<file path="src/logic/spdtx_params.svh">
// Constants shared by both ends of the serial audio input link.
// Assumes a 100 MHz core_clk on each end.
`ifndef SPDTX_PARAMS_SVH
`define SPDTX_PARAMS_SVH

// ----------------------------------------------------------------
// Clock and pin timing
// ----------------------------------------------------------------
`define SPDTX_CORE_PERIOD_NS   10
`define SPDTX_SCLK_MIN_NS      80
`define SPDTX_SCLK_HALF_CYC    (((`SPDTX_SCLK_MIN_NS / 2) + `SPDTX_CORE_PERIOD_NS - 1) / `SPDTX_CORE_PERIOD_NS)
`define SPDTX_OVS_HALF_CYC     2

// ----------------------------------------------------------------
// Framing
// ----------------------------------------------------------------
`define SPDTX_BITS_PER_HALF    32
`define SPDTX_BITS_PER_FRAME   64
`define SPDTX_CELLS_PER_SUB    64
`define SPDTX_SAMPLE_W         24
`define SPDTX_FIFO_DEPTH       8
`define SPDTX_I2S_DELAY        1
`define SPDTX_WIDTH_16         16
`define SPDTX_WIDTH_18         18
`define SPDTX_WIDTH_20         20
`define SPDTX_WIDTH_24         24

// ----------------------------------------------------------------
// Oversampling divisors: ratio / 128 biphase cells per frame
// ----------------------------------------------------------------
`define SPDTX_DIV_768          6
`define SPDTX_DIV_512          4
`define SPDTX_DIV_384          3
`define SPDTX_DIV_256          2

`endif

</file>
<file path="src/logic/spdtx_pkg.sv">
// Types shared by both ends of the serial audio input link.
// Assumes nothing beyond the parameter header.
package spdtx_pkg;

  typedef enum logic [1:0]
  {
    SPDTX_FMT_I2S = 2'h0,
    SPDTX_FMT_LJ  = 2'h1,
    SPDTX_FMT_RJ  = 2'h2
  } spdtx_fmt_t;

  typedef enum logic [1:0]
  {
    SPDTX_WID_16 = 2'h0,
    SPDTX_WID_18 = 2'h1,
    SPDTX_WID_20 = 2'h2,
    SPDTX_WID_24 = 2'h3
  } spdtx_wid_t;

  typedef enum logic [1:0]
  {
    SPDTX_OVS_768 = 2'h0,
    SPDTX_OVS_512 = 2'h1,
    SPDTX_OVS_384 = 2'h2,
    SPDTX_OVS_256 = 2'h3
  } spdtx_ovs_t;

endpackage

</file>
<file path="src/logic/spdtx_if.sv">
// Serial audio link between a sample source and the transmitter input.
// Assumes the testbench instantiates it and binds both modports.
`timescale 1ns/100ps

interface spdtx_if;
  logic bit_clk;
  logic chan_sel;
  logic serial_sample_data;
  logic oversampling_clock;

  modport src
  (
    output bit_clk,
    output chan_sel,
    output serial_sample_data,
    output oversampling_clock
  );

  modport port
  (
    input  bit_clk,
    input  chan_sel,
    input  serial_sample_data,
    input  oversampling_clock
  );
endinterface

</file>
<file path="src/logic/spdtx_fifo.sv">
// Synchronous FIFO with valid/ready on both sides.
// Assumes one clock and an active-low asynchronous reset.
`timescale 1ns/100ps

module spdtx_fifo
#(
  parameter int WIDTH = 25,
  parameter int DEPTH = 8
)
(
  input  wire logic             core_clk,
  input  wire logic             nrst,
  input  wire logic             in_valid,
  output      logic             in_ready,
  input  wire logic [WIDTH-1:0] in_data,
  output      logic             out_valid,
  input  wire logic             out_ready,
  output      logic [WIDTH-1:0] out_data
);
  localparam int AW = $clog2(DEPTH);

  logic [WIDTH-1:0] mem_q [DEPTH];
  logic [AW-1:0]    wr_q;
  logic [AW-1:0]    rd_q;
  logic [AW:0]      cnt_q;
  logic             push;
  logic             pop;

  assign in_ready  = (cnt_q != (AW+1)'(DEPTH));
  assign out_valid = (cnt_q != '0);
  assign push      = in_valid && in_ready;
  assign pop       = out_valid && out_ready;
  assign out_data  = mem_q[rd_q];

  always_ff @(posedge core_clk)
  begin
    if (push)
    begin
      mem_q[wr_q] <= in_data;
    end
  end

  always_ff @(posedge core_clk or negedge nrst)
  begin
    if (!nrst)
    begin
      wr_q  <= '0;
      rd_q  <= '0;
      cnt_q <= '0;
    end
    else
    begin
      if (push)
      begin
        wr_q <= (wr_q == AW'(DEPTH - 1)) ? '0 : wr_q + 1'b1;
      end
      if (pop)
      begin
        rd_q <= (rd_q == AW'(DEPTH - 1)) ? '0 : rd_q + 1'b1;
      end
      if (push && !pop)
      begin
        cnt_q <= cnt_q + 1'b1;
      end
      else if (pop && !push)
      begin
        cnt_q <= cnt_q - 1'b1;
      end
    end
  end
endmodule

</file>
<file path="src/logic/spdtx_port.sv">
// Transmitter serial input port: deframes samples, buffers them and
// paces them out on the biphase cell rate.
// Assumes link pins are asynchronous to core_clk; one core clock only.
`timescale 1ns/100ps
`include "spdtx_params.svh"

// What this block does
// - Three framings, widths 16, 18, 20, 24
// - Sample data and select on bit-clock rise
// - Right-justified: select high means left
// - Right-justified MSB delayed by 32 minus width
// - I2S framing is the default
// - I2S: select low left, MSB one late
// - Left-justified: select high left, MSB immediate
// - Biphase clock divided from oversampling clock
// - Divider matches 768, 512, 384, 256 ratios
module spdtx_port
(
  input  wire logic                     core_clk,
  input  wire logic                     nrst,
  spdtx_if.port                         lnk,
  input  wire spdtx_pkg::spdtx_fmt_t    fmt,
  input  wire spdtx_pkg::spdtx_wid_t    wid,
  input  wire spdtx_pkg::spdtx_ovs_t    ovs_ratio,
  input  wire logic                     overflow_clr,
  output      logic                     biphase_tick,
  output      logic [`SPDTX_SAMPLE_W-1:0] tx_sample,
  output      logic                     tx_left,
  output      logic                     tx_valid,
  output      logic                     overflow
);
  import spdtx_pkg::*;

  // ----------------------------------------------------------------
  // Pin synchronisers
  // ----------------------------------------------------------------
  localparam int NPIN = 4;

  logic [NPIN-1:0] pin_raw;
  logic [NPIN-1:0] meta_q;
  logic [NPIN-1:0] sync_q;

  // Pins are only ever read; nothing here drives them
  assign pin_raw = {lnk.oversampling_clock, lnk.serial_sample_data,
                    lnk.chan_sel, lnk.bit_clk};

  genvar gi;
  generate
    for (gi = 0; gi < NPIN; gi++)
    begin : g_sync
      always_ff @(posedge core_clk or negedge nrst)
      begin
        if (!nrst)
        begin
          meta_q[gi] <= 1'b0;
          sync_q[gi] <= 1'b0;
        end
        else
        begin
          meta_q[gi] <= pin_raw[gi];
          sync_q[gi] <= meta_q[gi];
        end
      end
    end
  endgenerate

  logic bclk_s;
  logic cs_s;
  logic sd_s;
  logic ovs_s;
  logic bclk_prev_q;
  logic ovs_prev_q;
  logic bclk_rise;
  logic ovs_rise;

  assign bclk_s    = sync_q[0];
  assign cs_s      = sync_q[1];
  assign sd_s      = sync_q[2];
  assign ovs_s     = sync_q[3];
  assign bclk_rise = bclk_s && !bclk_prev_q;
  assign ovs_rise  = ovs_s && !ovs_prev_q;

  always_ff @(posedge core_clk or negedge nrst)
  begin
    if (!nrst)
    begin
      bclk_prev_q <= 1'b0;
      ovs_prev_q  <= 1'b0;
    end
    else
    begin
      bclk_prev_q <= bclk_s;
      ovs_prev_q  <= ovs_s;
    end
  end

  // ----------------------------------------------------------------
  // Word width and MSB position
  // ----------------------------------------------------------------
  logic [5:0] width;
  logic [5:0] start;
  logic [5:0] last;

  always_comb
  begin
    unique case (wid)
      SPDTX_WID_16: width = 6'(`SPDTX_WIDTH_16);
      SPDTX_WID_18: width = 6'(`SPDTX_WIDTH_18);
      SPDTX_WID_20: width = 6'(`SPDTX_WIDTH_20);
      SPDTX_WID_24: width = 6'(`SPDTX_WIDTH_24);
    endcase
  end

  always_comb
  begin
    // Unused encoding falls back to I2S
    case (fmt)
      SPDTX_FMT_LJ: start = 6'h00;
      SPDTX_FMT_RJ: start = 6'(`SPDTX_BITS_PER_HALF) - width;
      default:      start = 6'(`SPDTX_I2S_DELAY);
    endcase
  end

  assign last = start + width - 6'h01;

  // ----------------------------------------------------------------
  // Deframer
  // ----------------------------------------------------------------
  logic                       cs_prev_q;
  logic [5:0]                 idx_q;
  logic [5:0]                 bit_idx;
  logic                       cs_edge;
  logic [`SPDTX_SAMPLE_W-1:0] shift_q;
  logic                       push_q;
  logic                       push_left_q;
  logic                       left_now;

  assign cs_edge = (cs_s != cs_prev_q);
  // The bit taken on the edge that shows a new select level is bit 0
  assign bit_idx = cs_edge ? 6'h00 : idx_q;
  assign left_now = (fmt == SPDTX_FMT_LJ || fmt == SPDTX_FMT_RJ) ? cs_s : !cs_s;

  always_ff @(posedge core_clk or negedge nrst)
  begin
    if (!nrst)
    begin
      cs_prev_q <= 1'b0;
      idx_q     <= 6'h3f;
    end
    else if (bclk_rise)
    begin
      cs_prev_q <= cs_s;
      // Saturate so an over-long half frame never re-enters the window
      idx_q     <= (bit_idx == 6'h3f) ? 6'h3f : bit_idx + 6'h01;
    end
  end

  always_ff @(posedge core_clk or negedge nrst)
  begin
    if (!nrst)
    begin
      shift_q     <= '0;
      push_q      <= 1'b0;
      push_left_q <= 1'b0;
    end
    else
    begin
      push_q <= 1'b0;
      if (bclk_rise && bit_idx >= start && bit_idx <= last)
      begin
        if (bit_idx == start)
        begin
          shift_q <= {{(`SPDTX_SAMPLE_W-1){1'b0}}, sd_s};
        end
        else
        begin
          shift_q <= {shift_q[`SPDTX_SAMPLE_W-2:0], sd_s};
        end
        if (bit_idx == last)
        begin
          push_q      <= 1'b1;
          push_left_q <= left_now;
        end
      end
    end
  end

  // ----------------------------------------------------------------
  // Sample buffer
  // ----------------------------------------------------------------
  localparam int FW = `SPDTX_SAMPLE_W + 1;

  logic          fifo_in_ready;
  logic          fifo_out_valid;
  logic          fifo_out_ready;
  logic [FW-1:0] fifo_out_data;
  logic          overflow_q;

  spdtx_fifo
  #(
    .WIDTH (FW),
    .DEPTH (`SPDTX_FIFO_DEPTH)
  )
  u_fifo
  (
    .core_clk  (core_clk),
    .nrst      (nrst),
    .in_valid  (push_q),
    .in_ready  (fifo_in_ready),
    .in_data   ({push_left_q, shift_q}),
    .out_valid (fifo_out_valid),
    .out_ready (fifo_out_ready),
    .out_data  (fifo_out_data)
  );

  // The serial source cannot be stalled, so a full buffer loses the word
  always_ff @(posedge core_clk or negedge nrst)
  begin
    if (!nrst)
    begin
      overflow_q <= 1'b0;
    end
    else if (push_q && !fifo_in_ready)
    begin
      overflow_q <= 1'b1;
    end
    else if (overflow_clr)
    begin
      overflow_q <= 1'b0;
    end
  end

  assign overflow = overflow_q;

  // ----------------------------------------------------------------
  // Biphase clock divider and sample pacing
  // ----------------------------------------------------------------
  logic [2:0] div_max;
  logic [2:0] div_q;
  logic       tick_q;
  logic [5:0] cell_q;

  always_comb
  begin
    unique case (ovs_ratio)
      SPDTX_OVS_768: div_max = 3'(`SPDTX_DIV_768 - 1);
      SPDTX_OVS_512: div_max = 3'(`SPDTX_DIV_512 - 1);
      SPDTX_OVS_384: div_max = 3'(`SPDTX_DIV_384 - 1);
      SPDTX_OVS_256: div_max = 3'(`SPDTX_DIV_256 - 1);
    endcase
  end

  always_ff @(posedge core_clk or negedge nrst)
  begin
    if (!nrst)
    begin
      div_q  <= '0;
      tick_q <= 1'b0;
    end
    else
    begin
      tick_q <= 1'b0;
      if (ovs_rise)
      begin
        if (div_q >= div_max)
        begin
          div_q  <= '0;
          tick_q <= 1'b1;
        end
        else
        begin
          div_q <= div_q + 3'h1;
        end
      end
    end
  end

  assign biphase_tick   = tick_q;
  // One word leaves per subframe of 64 biphase cells
  assign fifo_out_ready = tick_q && (cell_q == 6'(`SPDTX_CELLS_PER_SUB - 1));

  always_ff @(posedge core_clk or negedge nrst)
  begin
    if (!nrst)
    begin
      cell_q <= '0;
    end
    else if (tick_q)
    begin
      cell_q <= cell_q + 6'h01;
    end
  end

  logic [`SPDTX_SAMPLE_W-1:0] sample_q;
  logic                       left_q;
  logic                       valid_q;

  always_ff @(posedge core_clk or negedge nrst)
  begin
    if (!nrst)
    begin
      sample_q <= '0;
      left_q   <= 1'b0;
      valid_q  <= 1'b0;
    end
    else if (fifo_out_ready)
    begin
      valid_q  <= fifo_out_valid;
      sample_q <= fifo_out_valid ? fifo_out_data[`SPDTX_SAMPLE_W-1:0] : '0;
      left_q   <= fifo_out_valid && fifo_out_data[FW-1];
    end
  end

  assign tx_sample = sample_q;
  assign tx_left   = left_q;
  assign tx_valid  = valid_q;
endmodule

</file>
<file path="src/flat_wrapper.sv">
// flat-port wrapper written by rule: the top's interface ports become plain ports
module spdtx_port_flat import spdtx_pkg::*;
  (core_clk, nrst, fmt, wid, ovs_ratio, overflow_clr, biphase_tick, tx_sample, tx_left, tx_valid, overflow, lnk_bit_clk, lnk_chan_sel, lnk_serial_sample_data, lnk_oversampling_clock);
  spdtx_if lnk_i ();
  input  wire logic core_clk;
  input  wire logic nrst;
  input  wire spdtx_pkg::spdtx_fmt_t fmt;
  input  wire spdtx_pkg::spdtx_wid_t wid;
  input  wire spdtx_pkg::spdtx_ovs_t ovs_ratio;
  input  wire logic overflow_clr;
  output      logic biphase_tick;
  output      logic [`SPDTX_SAMPLE_W-1:0] tx_sample;
  output      logic tx_left;
  output      logic tx_valid;
  output      logic overflow;
  input wire logic [$bits(lnk_i.bit_clk)-1:0] lnk_bit_clk;
  input wire logic [$bits(lnk_i.chan_sel)-1:0] lnk_chan_sel;
  input wire logic [$bits(lnk_i.serial_sample_data)-1:0] lnk_serial_sample_data;
  input wire logic [$bits(lnk_i.oversampling_clock)-1:0] lnk_oversampling_clock;
  assign lnk_i.bit_clk = lnk_bit_clk;
  assign lnk_i.chan_sel = lnk_chan_sel;
  assign lnk_i.serial_sample_data = lnk_serial_sample_data;
  assign lnk_i.oversampling_clock = lnk_oversampling_clock;
  spdtx_port u_core (.core_clk(core_clk), .nrst(nrst), .lnk(lnk_i), .fmt(fmt), .wid(wid), .ovs_ratio(ovs_ratio), .overflow_clr(overflow_clr), .biphase_tick(biphase_tick), .tx_sample(tx_sample), .tx_left(tx_left), .tx_valid(tx_valid), .overflow(overflow));
endmodule
</file>
<file path="config.mk">
export PLATFORM = sky130hd
export DESIGN_NAME = spdtx_port_flat
export DESIGN_NICKNAME = d
export VERILOG_FILES = /design/src/logic/spdtx_pkg.sv /design/src/logic/spdtx_if.sv /design/src/logic/spdtx_fifo.sv /design/src/logic/spdtx_port.sv /design/src/flat_wrapper.sv
export VERILOG_INCLUDE_DIRS = /design/src /design/src/logic
export SDC_FILE = /design/constraint.sdc
export NUM_CORES = 1
export LEC_CHECK = 0
export ABC_AREA = 0
export BUFFER_PORTS_ARGS = -buffer_cell sky130_fd_sc_hd__buf_2
export CORE_ASPECT_RATIO = 0.75
export CORE_UTILIZATION = 28
export DETAILED_ROUTE_END_ITERATION = 12
export PLACE_DENSITY = 0.48
export SYNTH_ARGS = -nofsm -noshare
export SYNTH_HDL_FRONTEND = slang
export SYNTH_SLANG_ARGS = --single-unit
</file>
<file path="constraint.sdc">
create_clock -name core_clk -period 8 [get_ports core_clk]
set_clock_uncertainty 0.2 [all_clocks]
set_input_delay 1.2 -clock core_clk [delete_from_list [all_inputs] [get_ports core_clk]]
set_output_delay 1.2 -clock core_clk [all_outputs]
set_load 0.01 [all_outputs]
</file>
* Yosys cells after proc, flatten, opt, wreduce, memory -nomap -nowiden
Memories as Yosys holds them, arrays and structs flattened.
Cells that the tools add are included.
** Storage, ports and cells
- Register bits :: 90
- Memory bits (writable) :: 200
- Input port bits :: 13
- Output and inout port bits :: 28
- Logic and storage cells :: 100
- Memories kept :: 1
** Memory list
- u_core.u_fifo.mem_q :: depth 8, bits a word 25, read ports 1, clocked after Yosys merged registers in 0, write ports 1, RTL line spdtx_fifo.sv:22 : logic [WIDTH-1:0] mem_q [DEPTH];
** Cells by class
- Add/subtract/negate cells :: 10
- Magnitude comparators :: 3
- Equal/unequal tests :: 16
- Multiplexer cells :: 21
- Reduce and logical (&&, ||, !) cells :: 24
** Operator list (count)
- $mux W24 :: 2
- $pmux W6 S4 :: 1
- $add A6 B1 Y6 const B :: 2
- $eq A6 B6 Y1 :: 2
- $eq A6 B6 Y1 const B :: 2
- $mux W6 :: 2
- $pmux W3 S4 :: 1
- $pmux W6 S2 :: 1
- $logic_and A1 B1 Y1 :: 11
- $eq A2 B2 Y1 const B :: 5
- $add A3 B1 Y3 const B :: 3
- $mux W1 :: 9
- $mux W3 :: 3
- $mux W4 :: 2
- $add A6 B6 Y6 :: 1
- $eq A2 B1 Y1 const B :: 3
- $eq A3 B3 Y1 const B :: 2
- $ge A6 B6 Y1 :: 1
- $le A6 B6 Y1 :: 1
- $logic_not A1 Y1 :: 6
- $sub A6 B1 Y6 const B :: 1
- $sub A6 B6 Y6 const A :: 1
- $add A4 B1 Y4 const B :: 1
- $logic_not A2 Y1 :: 2
- 8 further kinds :: 9

* Depth between registers and ports, before layout
- Word-level depth :: 9
- Gate-level depth with buffers :: 16
- Gate-level depth less buffers :: 15

* Cells and area by module
A second synthesis with hierarchy kept.
** Unflattened totals
- Cell total of the unflattened synthesis :: 746
- Area, all modules :: 12285.5 um^2
** By module, submodules not included
- spdtx_fifo :: instances 1, cells each 353, area each 8333.0 um^2, sequential area each 6256.0 um^2
- spdtx_port :: instances 1, cells each 393, area each 3952.5 um^2, sequential area each 2009.4 um^2

* Least setup slack after synthesis
OpenSTA, ideal clock, no wires.
- Kind :: input-to-reg
- Start :: input port fmt[0]
- End :: register u_core.shift_q[0]
- Library setup time :: 0.125 ns
- Arrival :: 4.360 ns
- Data required time :: 7.675 ns
- Path slack :: 3.315 ns
- Stages on the path :: 15
- Path buffers :: 0
- Cell sequence :: inv_1 -> ha_1 -> nor2b_1 -> nand2_1 -> ha_1 -> inv_1 -> ha_1 -> a31o_2 -> a21oi_1 -> xor2_1 -> ha_1 -> nand4_1 -> o221a_2 -> o211ai_4 -> mux2_2
** Between the ends
- Longest elaborated chain between the ends :: 6
- Elaborated cells on any way between the ends :: 9
- Classes of those cells :: add/sub: 2; order compare: 2; eq/ne: 2; mux: 1; reduce/logical: 2
** RTL lines
- start: declaration :: RTL line flat_wrapper.sv:7 : input wire spdtx_pkg::spdtx_fmt_t fmt;
- $eq A2 B2 Y1 or $eq A2 B1 Y1 (tied branches) :: RTL line spdtx_port.sv:117 : case (fmt)
- $pmux W6 S2 * :: RTL line spdtx_port.sv:117
- $add A6 B6 Y6 :: RTL line spdtx_port.sv:124 : assign last = start + width - 6'h01;
- $sub A6 B1 Y6 :: RTL line spdtx_port.sv:124
- $le A6 B6 Y1 :: RTL line spdtx_port.sv:169 : if (bclk_rise && bit_idx >= start && bit_idx <= last)
- $logic_and A1 B1 Y1 * :: RTL line spdtx_port.sv:169
- end signal: assignment :: RTL line spdtx_port.sv:173 : shift_q <= {{(`SPDTX_SAMPLE_W-1){1'b0}}, sd_s};
- end signal: assignment :: RTL line spdtx_port.sv:177 : shift_q <= {shift_q[`SPDTX_SAMPLE_W-2:0], sd_s};
- end: declaration :: RTL line spdtx_port.sv:133 : logic [`SPDTX_SAMPLE_W-1:0] shift_q;
Every way passes the cells marked *; elsewhere a longest branch is shown, timed or not.
A chain may end at the register's enable or synchronous reset.

* Worst setup path after layout
Ends and elaborated chain as after synthesis.

==> flow_metrics.py <==
metrics = {
    "placed_design": {
        "dp.cells": 1307,
        "place_congestion": 0.726,
        "dpl.hpwl_mm": 13.5,
        "io_buffers": 40,
    },
    "layout": {
        "drive_gt1_frac": 0.229,
        "multi_input_area_um2": 3320,
        "n_antenna_cell": 0,
        "layout.cells.non_filler": 1361,
        "nets": 830,
        "seq_area_um2": 8270,
        "nFillCells": 4014,
        "syn_to_final_growth_pct": 15.7,
    },
    "timing": {
        "setup_viol": 0,
        "tns_ns": 0,
        "period_share": 0.594,
        "fmax_ghz": 0.210,
        "slew_headroom": 0.294,
        "whs_ns": 0.147,
        "worst_slew_pin_slew_ns": 1.06,
        "period_minus_slack_ns": 4.75,
        "hold_violations": 0,
        "rsz0062_at_grt": "no",
        "maxSlewViolCount": 0,
    },
    "setup_path": {
        "cp-start-kind": "primary input",
        "crit_chain": "buf_2 > inv_1 > ha_1 > nor2b_1 > nand2_1 > ha_1 > inv_1 > ha_1 > a31o_2 > a21oi_1 > xor2_1 > ha_1 > nand4_1 > o221a_2 > o211ai_4 > buf_4 > mux2_2",
        "cp-startpoint": "fmt[0]",
        "endpoint_kind": "flop",
        "max_stage_delay_ns": 0.42,
        "crit_slowest_cell": "buf_4",
        "endpoint": "u_core.shift_q[0]",
        "worstPathArrival_ns": 4.99,
        "worst_path_most_repeated_cell": "ha_1",
        "worstPathRequired_ns": 8.24,
        "worstSetupPathType": "primary input to flop",
        "r2r_cells": 9,
        "rrSetupSlack_ns": 4.53,
        "worstReg2RegEnd": "u_core.shift_q[0]",
        "cp_max_fo": 24,
        "r2r-start": "u_core.cs_s",
    },
    "floorplan": {
        "start_util": 0.287,
        "row_count": 64,
        "die-area_um2": 43300,
        "dieHeight_um": 180,
        "core_um2": 41300,
        "io_pins": 41,
        "die_x_um": 240,
    },
    "drt": {
        "wl_mm": 24.1,
        "vias": 5945,
        "postRouteAntennaNets": 0,
        "drcViolationCount": 0,
        "drtPass1Iterations": 4,
        "initialDrtViolationCount": 384,
        "vias_per_cell": 4.37,
        "wire_per_inst_um": 17.7,
    },
    "global_routing": {
        "grt_max_degree": 49,
        "grt_pass1_vias": 6120,
        "grt_usage": 0.115,
        "overflow": 0,
        "grt_pass1_wl_mm": 37.8,
        "grt_antenna_before_repair": 0,
    },
    "clock_tree": {
        "postCtsSetupBuffers": 0,
        "insertion_delay_ns": 0.55,
        "clk_pin_slew_ns": 0.07,
        "clock_sinks": 290,
        "hold_buffers": 0,
        "cts_buffer_depth": 3,
        "cts_root_buf": "clkbuf_16",
        "htreeDepth": 1,
        "cts_buffers": 29,
        "cts_tree": "done",
        "cts_resized": 0,
    },
    "power": {
        "ir_worst_vdd_mv": 0.151,
        "p_leak_nw": 5.22,
        "cellPowerDensity_nw_per_um2": 274,
    },
    "yosys": {
        "ys_types": 42,
        "syn-num-nets": 770,
        "synthTopCellsByArea": "edfxtp_1 51%, dfrtp_1 18%, mux4_2 9.5%, mux2i_1 4.1%, ha_1 4.0%",
        "syn_avg_cell_area_um2": 16.6,
        "syn_inst": 717,
        "synth-edff-count": 200,
        "synth_commonest_cells": "200 x edfxtp_1, 84 x dfrtp_1, 81 x nand2_1, 51 x inv_1, 50 x mux4_2",
        "synth-seq-cells": 290,
        "async_reset_ff_frac": 0.310,
        "netlist_area_um2": 11900,
        "synth_top_area_share": 0.506,
        "synthMostInstantiatedCell": "edfxtp_1",
        "yosysWarnings": 0,
        "synth_top_area_cell": "edfxtp_1",
        "ys.flop_type": "edfxtp_1",
        "synth_seq_area_share": 0.696,
    },
    "status": {
        "status": "completed",
    },
    "job": {
        "cap_violations": 0,
    },
    "min_path": {
        "hold_depth": 0,
        "hold_path_class": "flop to flop",
    },
}
## routing by layer
layer | vias up | track usage | wire length [um]
met4 | 0 | 0.0237 | 451
met5 | - | 0 | 0
met2 | 83 | 0.168 | 10400
met1 | 3038 | 0.176 | 12200
met3 | 37 | 0.0222 | 1010
li1 | 2787 | - | -
## critical path: cells and delay by family
kind,cells,cell delay (ns)
compound gates,4,0.88
xor+xnor,1,0.10
fa+ha+maj,4,1.32
buf+inv,4,0.58
mux,1,0.38
simple gates,3,0.51
## placed cells by master (no fill, tap or decap), types with 3 or more instances in the layout
master,count
xor2_1,6
dfstp_2,6
clkbuf_16,29
clkbuf_1,6
mux2_2,4
nand4_1,3
nand2_1,81
nor2b_1,3
o21ai_0,30
a21oi_1,14
nand2b_1,8
mux4_2,50
bufinv_16,3
buf_2,39
edfxtp_1,200
nor2_1,7
clkbuf_8,3
nor2_2,3
and3_1,3
clkinv_1,5
nand3_1,6
a21o_1,5
ha_1,38
nor3_1,4
inv_1,51
xnor2_1,9
and2_2,5
clkinv_2,5
dfrtp_1,81
mux2i_1,49
nor3_2,4
buf_4,16
## flip-flops by register name, indices dropped and copies added (netlist names), 3 cells and up
name and count:
u_core.u_fifo.wr_q 3, u_core.u_fifo.cnt_q 4, u_core.cell_q 6, u_core.u_fifo.rd_q 3, u_core.shift_q 24, u_core.meta_q 4
u_core.tx_sample 24, u_core.idx_q 6, u_core.div_q 3, u_core.u_fifo.mem_q 200
## how the worst min path moves through the flow
stage | start | to | slack, ns
2_1_floorplan | u_core.meta_q[0] | u_core.bclk_s | 0.13
3_3_place_gp | u_core.meta_q[3] | u_core.ovs_s | 0.13
3_5_place_dp | u_core.meta_q[3] | u_core.ovs_s | 0.14
4_1_cts | u_core.meta_q[3] | u_core.ovs_s | 0.15
5_1_grt | u_core.meta_q[0] | u_core.bclk_s | 0.16
6_report | u_core.meta_q[3] | u_core.ovs_s | 0.15
## cells by family after synthesis
kind of cell | synth area share
fa+ha+maj | 0.0434
simple gates | 0.0499
xor+xnor | 0.0111
mux | 0.141
flops | 0.696
compound gates | 0.0310
buf+inv | 0.0276
## power breakdown
group	total [mW]	switching, mW	leakage [nW]	internal (mW)
Sequential	2.05	0.199	2.98	1.85
Clock	1.36	0.572	0.465	0.791
Combinational	0.359	0.194	1.78	0.165
## stage by stage
stage	area, um2	utilization	setup slack, ns	power, mW
floorplan	11900	-	3.31	2.29
global placement	12800	0.310	2.70	2.43
detailed placement	12800	0.310	2.66	2.44
CTS	13700	0.333	3.24	3.82
global route	13700	0.333	2.97	3.96
finish	13700	0.333	3.25	3.77
## cell type report
class,instances,area share
timing repair buffer,55,0.0229
clock buffer,38,0.0574
tap,561,0.0511
clock inverter,16,0.0116
multi-input combinational,350,0.241
sequential,290,0.602
inverter,51,0.0139
Power figures use the tool's default switching activity.
